File: config.mk
export PLATFORM = sky130hd
export DESIGN_NAME = dsm_select
export DESIGN_NICKNAME = d
export VERILOG_FILES = /design/src/dsm_pkg.sv /design/src/sel_mux.sv /design/src/carrier_switch.sv /design/src/dsm_select.sv
export SDC_FILE = /design/constraint.sdc
export NUM_CORES = 1
export LEC_CHECK = 0
export ABC_AREA = 1
export BUFFER_PORTS_ARGS = -buffer_cell sky130_fd_sc_hd__clkbuf_2
export CORE_UTILIZATION = 51
export CTS_CLUSTER_DIAMETER = 30
export CTS_CLUSTER_SIZE = 14
export DETAILED_ROUTE_END_ITERATION = 8
export PLACE_DENSITY = 0.87
export SKIP_LAST_GASP = 1
export SLEW_MARGIN = 20
export SYNTH_ARGS = -nofsm -noshare
export SYNTH_HDL_FRONTEND = slang
export SYNTH_SLANG_ARGS = --single-unit
File: constraint.sdc
create_clock -name clk -period 3.02 [get_ports clk]
set_input_delay 0.604 -clock clk [delete_from_list [all_inputs] [get_ports clk]]
set_output_delay 0.604 -clock clk [all_outputs]
set_load 0.05 [all_outputs]
File: src/dsm_pkg.sv
// constants shared by the modulator source and carrier select block
package dsm_pkg;

  // ----------------------------------------------------------------
  // bus and register map
  // ----------------------------------------------------------------
  localparam int ADDR_W = 8;
  localparam int DATA_W = 32;
  localparam logic [7:0] MOD_SRC_OFS = 8'h00;
  localparam logic [7:0] HC_SEL_OFS = 8'h04;
  localparam logic [7:0] CTRL_OFS = 8'h08;
  localparam logic [1:0] RESP_OKAY = 2'h0;
  localparam logic [1:0] RESP_SLVERR = 2'h2;

  // ----------------------------------------------------------------
  // field positions and write masks
  // ----------------------------------------------------------------
  localparam int PIN_DIS_BIT = 7;
  localparam int HC_INV_BIT = 6;
  localparam int HC_SYNC_BIT = 5;
  localparam int ENABLE_BIT = 7;
  localparam int OUT_STAT_BIT = 3;
  localparam int SW_BIT_POS = 0;
  localparam logic [7:0] MOD_SRC_WMASK = 8'h8F;
  localparam logic [7:0] HC_SEL_WMASK = 8'hEF;

  // ----------------------------------------------------------------
  // selector codes
  // ----------------------------------------------------------------
  localparam logic [3:0] MOD_SW_CODE = 4'h0;
  localparam logic [3:0] MOD_PWM_BASE = 4'h2;
  localparam logic [3:0] MOD_CMP_BASE = 4'h6;
  localparam logic [3:0] MOD_SPI_BASE = 4'h8;
  localparam logic [3:0] MOD_UART_CODE = 4'hA;
  localparam logic [3:0] HC_GND_CODE = 4'h0;
  localparam logic [3:0] HC_REF_CODE = 4'h3;
  localparam logic [3:0] HC_PWM_BASE = 4'h4;

  // ----------------------------------------------------------------
  // values after power-on reset (documented as unknown)
  // ----------------------------------------------------------------
  localparam logic [7:0] MOD_SRC_RST = 8'h00;
  localparam logic [7:0] HC_SEL_RST = 8'h00;

endpackage : dsm_pkg

File: src/sel_mux.sv
// one-of-n signal selector, output is the src bit indexed by sel, with no default for unused codes
`timescale 1ns/10ps
module sel_mux #(
  parameter int N = 16,
  parameter int SEL_W = 4
) (
  // ---- sources
  input wire logic [N-1:0] src,
  // ---- select and result
  input wire logic [SEL_W-1:0] sel,
  output logic y
);
  import dsm_pkg::*;

  always_comb begin
    y = src[sel];
  end

endmodule : sel_mux

File: src/carrier_switch.sv
// decides when the mixer leaves the high carrier for the low one
`timescale 1ns/10ps
module carrier_switch (
  // ---- clock and reset
  input wire logic clk,
  input wire logic arst_n,
  // ---- signals
  input wire logic mod_sig,
  input wire logic hc_sig,
  input wire logic sync_en,
  output logic use_high
);
  import dsm_pkg::*;

  typedef struct packed {
    logic hc_prev;
    logic use_high;
  } sw_state_t;

  sw_state_t st_r;
  sw_state_t st_nxt;
  logic hc_fall;

  assign hc_fall = st_r.hc_prev & ~hc_sig;
  assign use_high = st_r.use_high;

  always_comb begin
    st_nxt = st_r;
    st_nxt.hc_prev = hc_sig;
    if (mod_sig) begin
      st_nxt.use_high = 1'b1;
    end else if (!sync_en) begin
      st_nxt.use_high = 1'b0;
    end else if (hc_fall) begin
      st_nxt.use_high = 1'b0;
    end
  end

  always_ff @(posedge clk or negedge arst_n) begin
    if (!arst_n) begin
      st_r <= '0;
    end else begin
      st_r <= st_nxt;
    end
  end
endmodule : carrier_switch

File: src/dsm_select.sv
// modulator source and high carrier selection with its register slave
//
// Added by the designer: the AXI4-Lite interface to the registers and the register addresses.
`timescale 1ns/10ps
// Notes on behaviour
// - codes 0 to 10 pick modulator source
// - codes 11 to 15 give no source
// - source pin disable suppresses peripheral pin drive
// - unused bits read zero, ignore writes
// - high carrier codes 0 to 7 select
// - carrier pin disable suppresses peripheral pin drive
// - polarity bit inverts selected high carrier
// - sync waits for high carrier falling edge
// - without sync, switch away at once
// - selections undefined at power-on, kept otherwise; here power-on reset clears both to zero
// - mixing only while module enable set
// - software bit drives modulator when selected
module dsm_select (
  // ---- clock and resets
  input wire logic clk,
  input wire logic arst_n,
  input wire logic sys_rst_n,
  // ---- axi4-lite write address
  input wire logic awvalid,
  output logic awready,
  input wire logic [dsm_pkg::ADDR_W-1:0] awaddr,
  // ---- axi4-lite write data
  input wire logic wvalid,
  output logic wready,
  input wire logic [dsm_pkg::DATA_W-1:0] wdata,
  input wire logic [3:0] wstrb,
  // ---- axi4-lite write response
  output logic bvalid,
  input wire logic bready,
  output logic [1:0] bresp,
  // ---- axi4-lite read address
  input wire logic arvalid,
  output logic arready,
  input wire logic [dsm_pkg::ADDR_W-1:0] araddr,
  // ---- axi4-lite read data
  output logic rvalid,
  input wire logic rready,
  output logic [dsm_pkg::DATA_W-1:0] rdata,
  output logic [1:0] rresp,
  // ---- peripheral and pin sources
  input wire logic [3:0] pwm_in,
  input wire logic [1:0] cmp_in,
  input wire logic [1:0] spi_sdo_in,
  input wire logic uart_tx_in,
  input wire logic ref_clk_in,
  input wire logic mod_input_pin,
  input wire logic carrier_input_pin_one,
  input wire logic carrier_input_pin_two,
  input wire logic low_carrier_in,
  // ---- peripheral pin drive suppression
  output logic [3:0] pwm_pin_off,
  output logic [1:0] cmp_pin_off,
  output logic [1:0] spi_pin_off,
  output logic uart_pin_off,
  output logic ref_clk_pin_off,
  // ---- mixer result
  output logic mixed_out,
  output logic high_carrier_active
);
  import dsm_pkg::*;

  // ----------------------------------------------------------------
  // state
  // ----------------------------------------------------------------
  typedef struct packed {
    logic awready;
    logic wready;
    logic bvalid;
    logic [1:0] bresp;
    logic aw_have;
    logic [ADDR_W-1:0] aw_addr;
    logic w_have;
    logic [7:0] w_data;
    logic w_lane0;
    logic arready;
    logic rvalid;
    logic [DATA_W-1:0] rdata;
    logic [1:0] rresp;
    logic [7:0] mod_src;
    logic [7:0] hc_sel;
    logic enable;
    logic sw_bit;
    logic mixed;
    logic hc_active;
    logic [3:0] pwm_off;
    logic [1:0] cmp_off;
    logic [1:0] spi_off;
    logic uart_off;
    logic ref_off;
  } dsm_state_t;

  dsm_state_t st_r;
  dsm_state_t st_nxt;

  logic [15:0] mod_src_vec;
  logic [15:0] hc_src_vec;
  logic mod_sig;
  logic hc_raw;
  logic hc_sig;
  logic use_high;
  logic [3:0] mod_code;
  logic [3:0] hc_code;
  logic mod_dis;
  logic hc_dis;

  assign mod_code = st_r.mod_src[3:0];
  assign hc_code = st_r.hc_sel[3:0];
  assign mod_dis = st_r.mod_src[PIN_DIS_BIT];
  assign hc_dis = st_r.hc_sel[PIN_DIS_BIT];

  // ----------------------------------------------------------------
  // source selection
  // ----------------------------------------------------------------
  // upper codes feed constant zero: no channel, no source
  assign mod_src_vec = {5'h00, uart_tx_in, spi_sdo_in, cmp_in, pwm_in, mod_input_pin, st_r.sw_bit};
  assign hc_src_vec = {8'h00, pwm_in, ref_clk_in, carrier_input_pin_two, carrier_input_pin_one, 1'b0};

  sel_mux #(.N(16), .SEL_W(4)) u_mod_mux (
    .src(mod_src_vec),
    .sel(mod_code),
    .y(mod_sig)
  );

  sel_mux #(.N(16), .SEL_W(4)) u_hc_mux (
    .src(hc_src_vec),
    .sel(hc_code),
    .y(hc_raw)
  );

  assign hc_sig = hc_raw ^ st_r.hc_sel[HC_INV_BIT];

  carrier_switch u_switch (
    .clk(clk),
    .arst_n(arst_n),
    .mod_sig(mod_sig),
    .hc_sig(hc_sig),
    .sync_en(st_r.hc_sel[HC_SYNC_BIT]),
    .use_high(use_high)
  );

  // ----------------------------------------------------------------
  // next state
  // ----------------------------------------------------------------
  always_comb begin
    st_nxt = st_r;
    // write channels are taken independently, in either order
    if (awvalid && st_r.awready) begin
      st_nxt.aw_have = 1'b1;
      st_nxt.aw_addr = awaddr;
    end
    if (wvalid && st_r.wready) begin
      st_nxt.w_have = 1'b1;
      st_nxt.w_data = wdata[7:0];
      st_nxt.w_lane0 = wstrb[0];
    end
    if (st_r.bvalid && bready) begin
      st_nxt.bvalid = 1'b0;
    end
    if (st_r.aw_have && st_r.w_have && !st_r.bvalid) begin
      st_nxt.aw_have = 1'b0;
      st_nxt.w_have = 1'b0;
      st_nxt.bvalid = 1'b1;
      st_nxt.bresp = RESP_OKAY;
      if (st_r.aw_addr == MOD_SRC_OFS) begin
        if (st_r.w_lane0) begin
          st_nxt.mod_src = st_r.w_data & MOD_SRC_WMASK;
        end
      end else if (st_r.aw_addr == HC_SEL_OFS) begin
        if (st_r.w_lane0) begin
          st_nxt.hc_sel = st_r.w_data & HC_SEL_WMASK;
        end
      end else if (st_r.aw_addr == CTRL_OFS) begin
        if (st_r.w_lane0) begin
          st_nxt.enable = st_r.w_data[ENABLE_BIT];
          st_nxt.sw_bit = st_r.w_data[SW_BIT_POS];
        end
      end else begin
        st_nxt.bresp = RESP_SLVERR;
      end
    end
    st_nxt.awready = !st_nxt.aw_have;
    st_nxt.wready = !st_nxt.w_have;
    // read path: one read at a time, data straight from the registers
    // unused bits are masked again here, so they read zero whatever was stored
    if (st_r.rvalid && rready) begin
      st_nxt.rvalid = 1'b0;
    end
    if (arvalid && st_r.arready) begin
      st_nxt.rvalid = 1'b1;
      st_nxt.rresp = RESP_OKAY;
      st_nxt.rdata = '0;
      if (araddr == MOD_SRC_OFS) begin
        st_nxt.rdata[7:0] = st_r.mod_src & MOD_SRC_WMASK;
      end else if (araddr == HC_SEL_OFS) begin
        st_nxt.rdata[7:0] = st_r.hc_sel & HC_SEL_WMASK;
      end else if (araddr == CTRL_OFS) begin
        st_nxt.rdata[ENABLE_BIT] = st_r.enable;
        st_nxt.rdata[OUT_STAT_BIT] = st_r.mixed;
        st_nxt.rdata[SW_BIT_POS] = st_r.sw_bit;
      end else begin
        st_nxt.rresp = RESP_SLVERR;
      end
    end
    st_nxt.arready = !st_nxt.rvalid;
    // peripheral pin drive suppression follows the current selection
    for (int i = 0; i < 4; i++) begin
      st_nxt.pwm_off[i] = (mod_dis && mod_code == MOD_PWM_BASE + 4'(i))
                        || (hc_dis && hc_code == HC_PWM_BASE + 4'(i));
    end
    for (int i = 0; i < 2; i++) begin
      st_nxt.cmp_off[i] = mod_dis && mod_code == MOD_CMP_BASE + 4'(i);
      st_nxt.spi_off[i] = mod_dis && mod_code == MOD_SPI_BASE + 4'(i);
    end
    st_nxt.uart_off = mod_dis && mod_code == MOD_UART_CODE;
    st_nxt.ref_off = hc_dis && hc_code == HC_REF_CODE;
    // mixer: output held low while the module is off
    st_nxt.hc_active = use_high;
    if (st_r.enable) begin
      st_nxt.mixed = use_high ? hc_sig : low_carrier_in;
    end else begin
      st_nxt.mixed = 1'b0;
    end
    // other device resets clear control but keep the selections
    if (!sys_rst_n) begin
      st_nxt.enable = 1'b0;
      st_nxt.sw_bit = 1'b0;
      st_nxt.mixed = 1'b0;
    end
  end

  always_ff @(posedge clk or negedge arst_n) begin
    if (!arst_n) begin
      st_r <= '0;
      st_r.awready <= 1'b1;
      st_r.wready <= 1'b1;
      st_r.arready <= 1'b1;
      st_r.mod_src <= MOD_SRC_RST;
      st_r.hc_sel <= HC_SEL_RST;
    end else begin
      st_r <= st_nxt;
    end
  end

  // ----------------------------------------------------------------
  // outputs
  // ----------------------------------------------------------------
  assign awready = st_r.awready;
  assign wready = st_r.wready;
  assign bvalid = st_r.bvalid;
  assign bresp = st_r.bresp;
  assign arready = st_r.arready;
  assign rvalid = st_r.rvalid;
  assign rdata = st_r.rdata;
  assign rresp = st_r.rresp;
  assign pwm_pin_off = st_r.pwm_off;
  assign cmp_pin_off = st_r.cmp_off;
  assign spi_pin_off = st_r.spi_off;
  assign uart_pin_off = st_r.uart_off;
  assign ref_clk_pin_off = st_r.ref_off;
  assign mixed_out = st_r.mixed;
  assign high_carrier_active = st_r.hc_active;

  // which selection register the pending read came from, for the unused-bit checks
  logic rd_mod_r;
  logic rd_hc_r;
  always_ff @(posedge clk or negedge arst_n) begin
    if (!arst_n) begin
      rd_mod_r <= 1'b0;
      rd_hc_r <= 1'b0;
    end else if (arvalid && st_r.arready) begin
      rd_mod_r <= (araddr == MOD_SRC_OFS);
      rd_hc_r <= (araddr == HC_SEL_OFS);
    end
  end
endmodule : dsm_select

**Word level (Yosys, flattened, before mapping)**

Index checks and enable logic that the tools add are counted.

- Word-level logic and storage cells: 128
- Output and inout bits: 53
- Bits in registers: 64
- Input bits: 74

- Mux-type cells: 37
- Magnitude comparators: 2
- Eq/ne operators: 24
- Bitwise operators: 4
- Reductions and logical operators: 35

Operators by type and width:

| operator | count |
|---|---|
| 35-bit two-way mux | 1 |
| 4-bit by 3-bit == test with 1-bit output (second input constant) | 8 |
| 2-bit two-way mux | 12 |
| 1-bit logical AND | 21 |
| 8-bit by 3-bit == test with 1-bit output (second input constant) | 2 |
| 8-bit by 4-bit == test with 1-bit output (second input constant) | 2 |
| 8-bit logical NOT | 2 |
| 1-bit two-way mux | 16 |
| 4-bit by 2-bit == test with 1-bit output (second input constant) | 3 |
| 4-bit == test (second input constant) | 3 |
| 4-bit by 5-bit < comparator with 1-bit output (second input constant) | 2 |
| 10-bit two-way mux | 1 |
| 9-bit two-way mux | 1 |
| 1-bit binary-select mux with 4-bit select | 2 |
| 8-bit two-way mux | 1 |
| 3-bit two-way mux | 2 |
| 2-bit by 1-bit inequality test with 1-bit output (second input constant) | 3 |
| 5-bit AND reduction | 1 |
| 1-bit logical NOT | 4 |
| 1-bit logical OR | 4 |
| 4-bit two-way mux | 1 |
| 2-bit inequality test (second input constant) | 2 |
| 4-bit AND reduction | 1 |
| 3-bit by 1-bit inequality test with 1-bit output (second input constant) | 1 |
| other kinds (5) | 6 |

**Longest topological paths before layout**

- Depth in word-level cells: 8
- Depth in mapped cells: 12
- Gate-level depth less buffers: 11

**By module**

A second synthesis with hierarchy kept.

- Cells, all modules: 425
- Area, all modules: 3359.5 sq um

Modules (own cells, without submodules):

| module | seq. area each (sq um) | times used | cells an instance | area an instance (sq um) |
|---|---|---|---|---|
| dsm_select | 1455.1 | 1 | 316 | 2822.7 |
| sel_mux | 0.0 | 2 | 50 | 230.2 |
| carrier_switch | 50.0 | 1 | 9 | 76.3 |

**Worst setup path before layout**

Ideal clock, no wire load.

- Kind: reg2reg
- Start point: reg st_r (netlist bit bvalid)
- End point: reg st_r (netlist bit mod_dis)
- Period minus slack after synthesis: 1.427 ns
- Cell stages (with the launch flop): 7
- Data required time: 2.893 ns
- Setup slack: 1.593 ns
- Setup time: 0.127 ns
- Arrival: 1.300 ns
- Buffers on the path: 0
- Cell sequence: dfrtp_1 > inv_1 > nand3_2 > nor2_4 > nand4_2 > nand2_1 > o21ai_0

- Cells in the longest elaborated chain, start to end: 3

RTL lines:

| element | line | RTL |
|---|---|---|
| from (decl) | dsm_select.sv:97 | `dsm_state_t st_r;` |
| from (signal assigned) | dsm_select.sv:245 | `st_r <= st_nxt;` |
| 1-bit logical NOT | dsm_select.sv:164 | `if (st_r.aw_have && st_r.w_have && !st_r.bvalid) begin` |
| 1-bit logical AND | dsm_select.sv:164 |  |
| 3-bit AND reduction (no line) | -- |  |

Every way passes these cells.
A chain may end at the register's enable or synchronous reset.

**Final worst setup path**

- Start point: reg wready (netlist name)
- End point: out wready

RTL lines:

| element | line | RTL |
|---|---|---|
| to (decl) | dsm_select.sv:29 | `output logic wready,` |

No word-level cell between the ends.

==> results.yml <==
setup_path:
  path_buf_inv: 1
  cp_slowest_stage_delay_ps: 530
  required_ps: 2420
  crit_family: "flip-flops"
  cp_slowest_cell: "dfstp_2"
  cp-start-kind: "register"
  r2r_slack_ps: 1540
  cp-startpoint: "wready"
  crit_type: "reg -> out"
  r2r_end: "u_switch.use_high"
  ff2ff_path_depth: 11
  endpoint: "wready"
  end_kind: "primary output"
  crit_chain: "clkbuf_2"
  crit_arrival_ps: 1140
  cp_max_fo: 2
  cp.depth: 1
  r2r_start: "hc_code[0]"
cells_and_area:
  layout-drive-gt1-share_pct: 24.51
  final_common_cell: "nand2_1"
  area_growth_pct: 12.63
  fill_cells: 513
  fin_util_pct: 60.04
  multi_input_area_um2: 1054
  layout_common_cells: "96 x nand2_1, 71 x clkbuf_2, 57 x dfrtp_1, 37 x inv_1, 28 x nor2_1"
  n_antenna_cell: 0
  register_area_um2: 1505
  nets: 481
global_routing:
  grt_pass1_vias: 2225
  grt-ovfl-total: 0
  grt.total_usage_pct: 20.90
  grt_max_degree: 61
  grt_pass1_wl_mm: 9.577
  antenna_found_initial: 0
clock_network:
  clkTransAtPathRegs_ps: 60
  tritoncts: "built"
  cts_inserted_buffers: 9
  postCtsSetupBuffers: 0
  clk_latency_ps: 340
  cts_repair_resize_count: 0
  cts_root_buf: "clkbuf_8"
  cts_hold_buf: 0
  ctsLongestPathBuffers: 2
  h-tree-depth: 3
  clock_sinks: 60
sta:
  finalMaxSlewViolations: 0
  finalCriticalPeriod_ps: 1748
  skew_ps: 5.146
  rsz0062_at_grt: "no"
  setup_viol: 0
  slew_headroom_pct: 51.66
  max_freq_mhz: 572.0
  fin_crit_sh_pct: 57.89
  final-hold-violation-count: 0
  worst_pin_slew_ps: 725.1
  final.setup.tns_ps: 0
drt:
  wirelength_mm: 5.789
  post_drt_via_cell_ratio: 4.800
  ant_nets: 0
  drc: 0
  dr_total_vias: 2323
  wl_per_cell_um: 11.96
  drtIter0Drc: 195
  drt_pre_antenna_iters: 5
pwr:
  power_density_nw_per_um2: 834.1
  ir_drop_mv: 0.4724
  leakagePower_nw: 1.832
  finalPower_mw: 2.792
floorplanning:
  start_util_pct: 53.31
  rows: 27
  pin_count: 127
  dieArea_um2: 6136
  die_w_um: 78.33
  die_y_um: 78.33
  core_um2: 5574
placed_design:
  place_congestion: 0.9316
  dpl.hpwl_mm: 4.167
  place.port_buffers: 71
logic_synthesis:
  async_flop_share_pct: 100.0
  ys_seq_elements: 60
  synth_seq_area_share_pct: 50.65
  syn_area_um2: 2972
  ys.flop_type: "dfrtp_1"
  synth-edff-count: 0
  synth.distinct_cells: 28
  ys.warnings.count: 0
  syn_avg_cell_area_um2: 8.539
  syn_inst: 348
outcome:
  status: "finished, final reports clean"
min_path:
  hp-class: "in -> async"
run:
  maxCapViolations: 0
## state kept, by name, summed over array words and instances, names as in the netlist, 2 cells and up
register / cells
hc_code: 4
rdata: 7
cmp_pin_off: 2
pwm_pin_off: 4
st_r: 21
spi_pin_off: 2
mod_code: 4
## final cells by class
cell class	instances	area share [%]
multi-input combinational	227	31.48
clock buffer	15	4.972
clock inverter	1	0.8972
timing repair buffer	72	10.84
tap	72	2.692
inverter	37	4.150
sequential	60	44.97
## layer usage
metal / vias up / part of all wire [%] / GRT usage [%]
met5: - / 0 / 0
met4: 0 / 2.2 / 9.259
met3: 13 / 7.8 / 7.674
met2: 115 / 48 / 34.21
met1: 1045 / 42 / 24.58
li1: 1150 / - / -
## kinds of logic (layout without fill, tap and decap cells)
family | count (synthesis) | count (layout) | share of synthesized area [%]
compound gates | 48 | 48 | 10.11
buf+inv | 87 | 125 | 17.18
flops | 60 | 60 | 50.65
other cells | 1 | 27 | 0.1262
simple gates | 152 | 152 | 21.94
## per-stage QoR
| step | setup slack (ps) | std cells | hold WS (ps) | area, um^2 |
|---|---|---|---|---|
| after floorplan | 1593 | 374 | 308.4 | 3069 |
| after global placement | 1485 | 468 | 410.1 | 3151 |
| after detailed placement | 1398 | 468 | 420.5 | 3151 |
| after CTS | 1256 | 484 | 423.1 | 3347 |
| after global routing | 1239 | 484 | 437.3 | 3347 |
| final | 1272 | 484 | 407.9 | 3347 |
## Yosys cell counts (all sizes together), types with 2 or more instances
library cell  count  area share (%)
a21oi             8             1.3
inv              37             4.7
nand3            20             3.7
o21ai            24             4.7
clkbuf            3            0.38
a22oi             2            0.51
dfrtp            57              48
o31ai             4             1.0
o32ai             3            0.88
buf              47              12
a31oi             3            0.63
nor2             31             4.5
dfstp             3             2.7
nand2            98              13
## worst min-delay path by stage
stage / to / slack, ps / cells past startpoint
floorplan: bresp[1] / 310 / 0
global route: bvalid / 440 / 2
global placement: high_carrier_active / 410 / 0
finish: rdata[2] / 410 / 2
CTS: st_r[69] / 420 / 2
detailed placement: high_carrier_active / 420 / 0
## report_power, final
| part | internal [mW] | switching [mW] | total, mW |
|---|---|---|---|
| Combinational | 0.228 | 0.659 | 0.887 |
| Sequential | 1.03 | 0.155 | 1.19 |
| Clock | 0.428 | 0.290 | 0.718 |
| Total | 1.69 | 1.10 | 2.79 |
(Power assumes the default switching activity.)
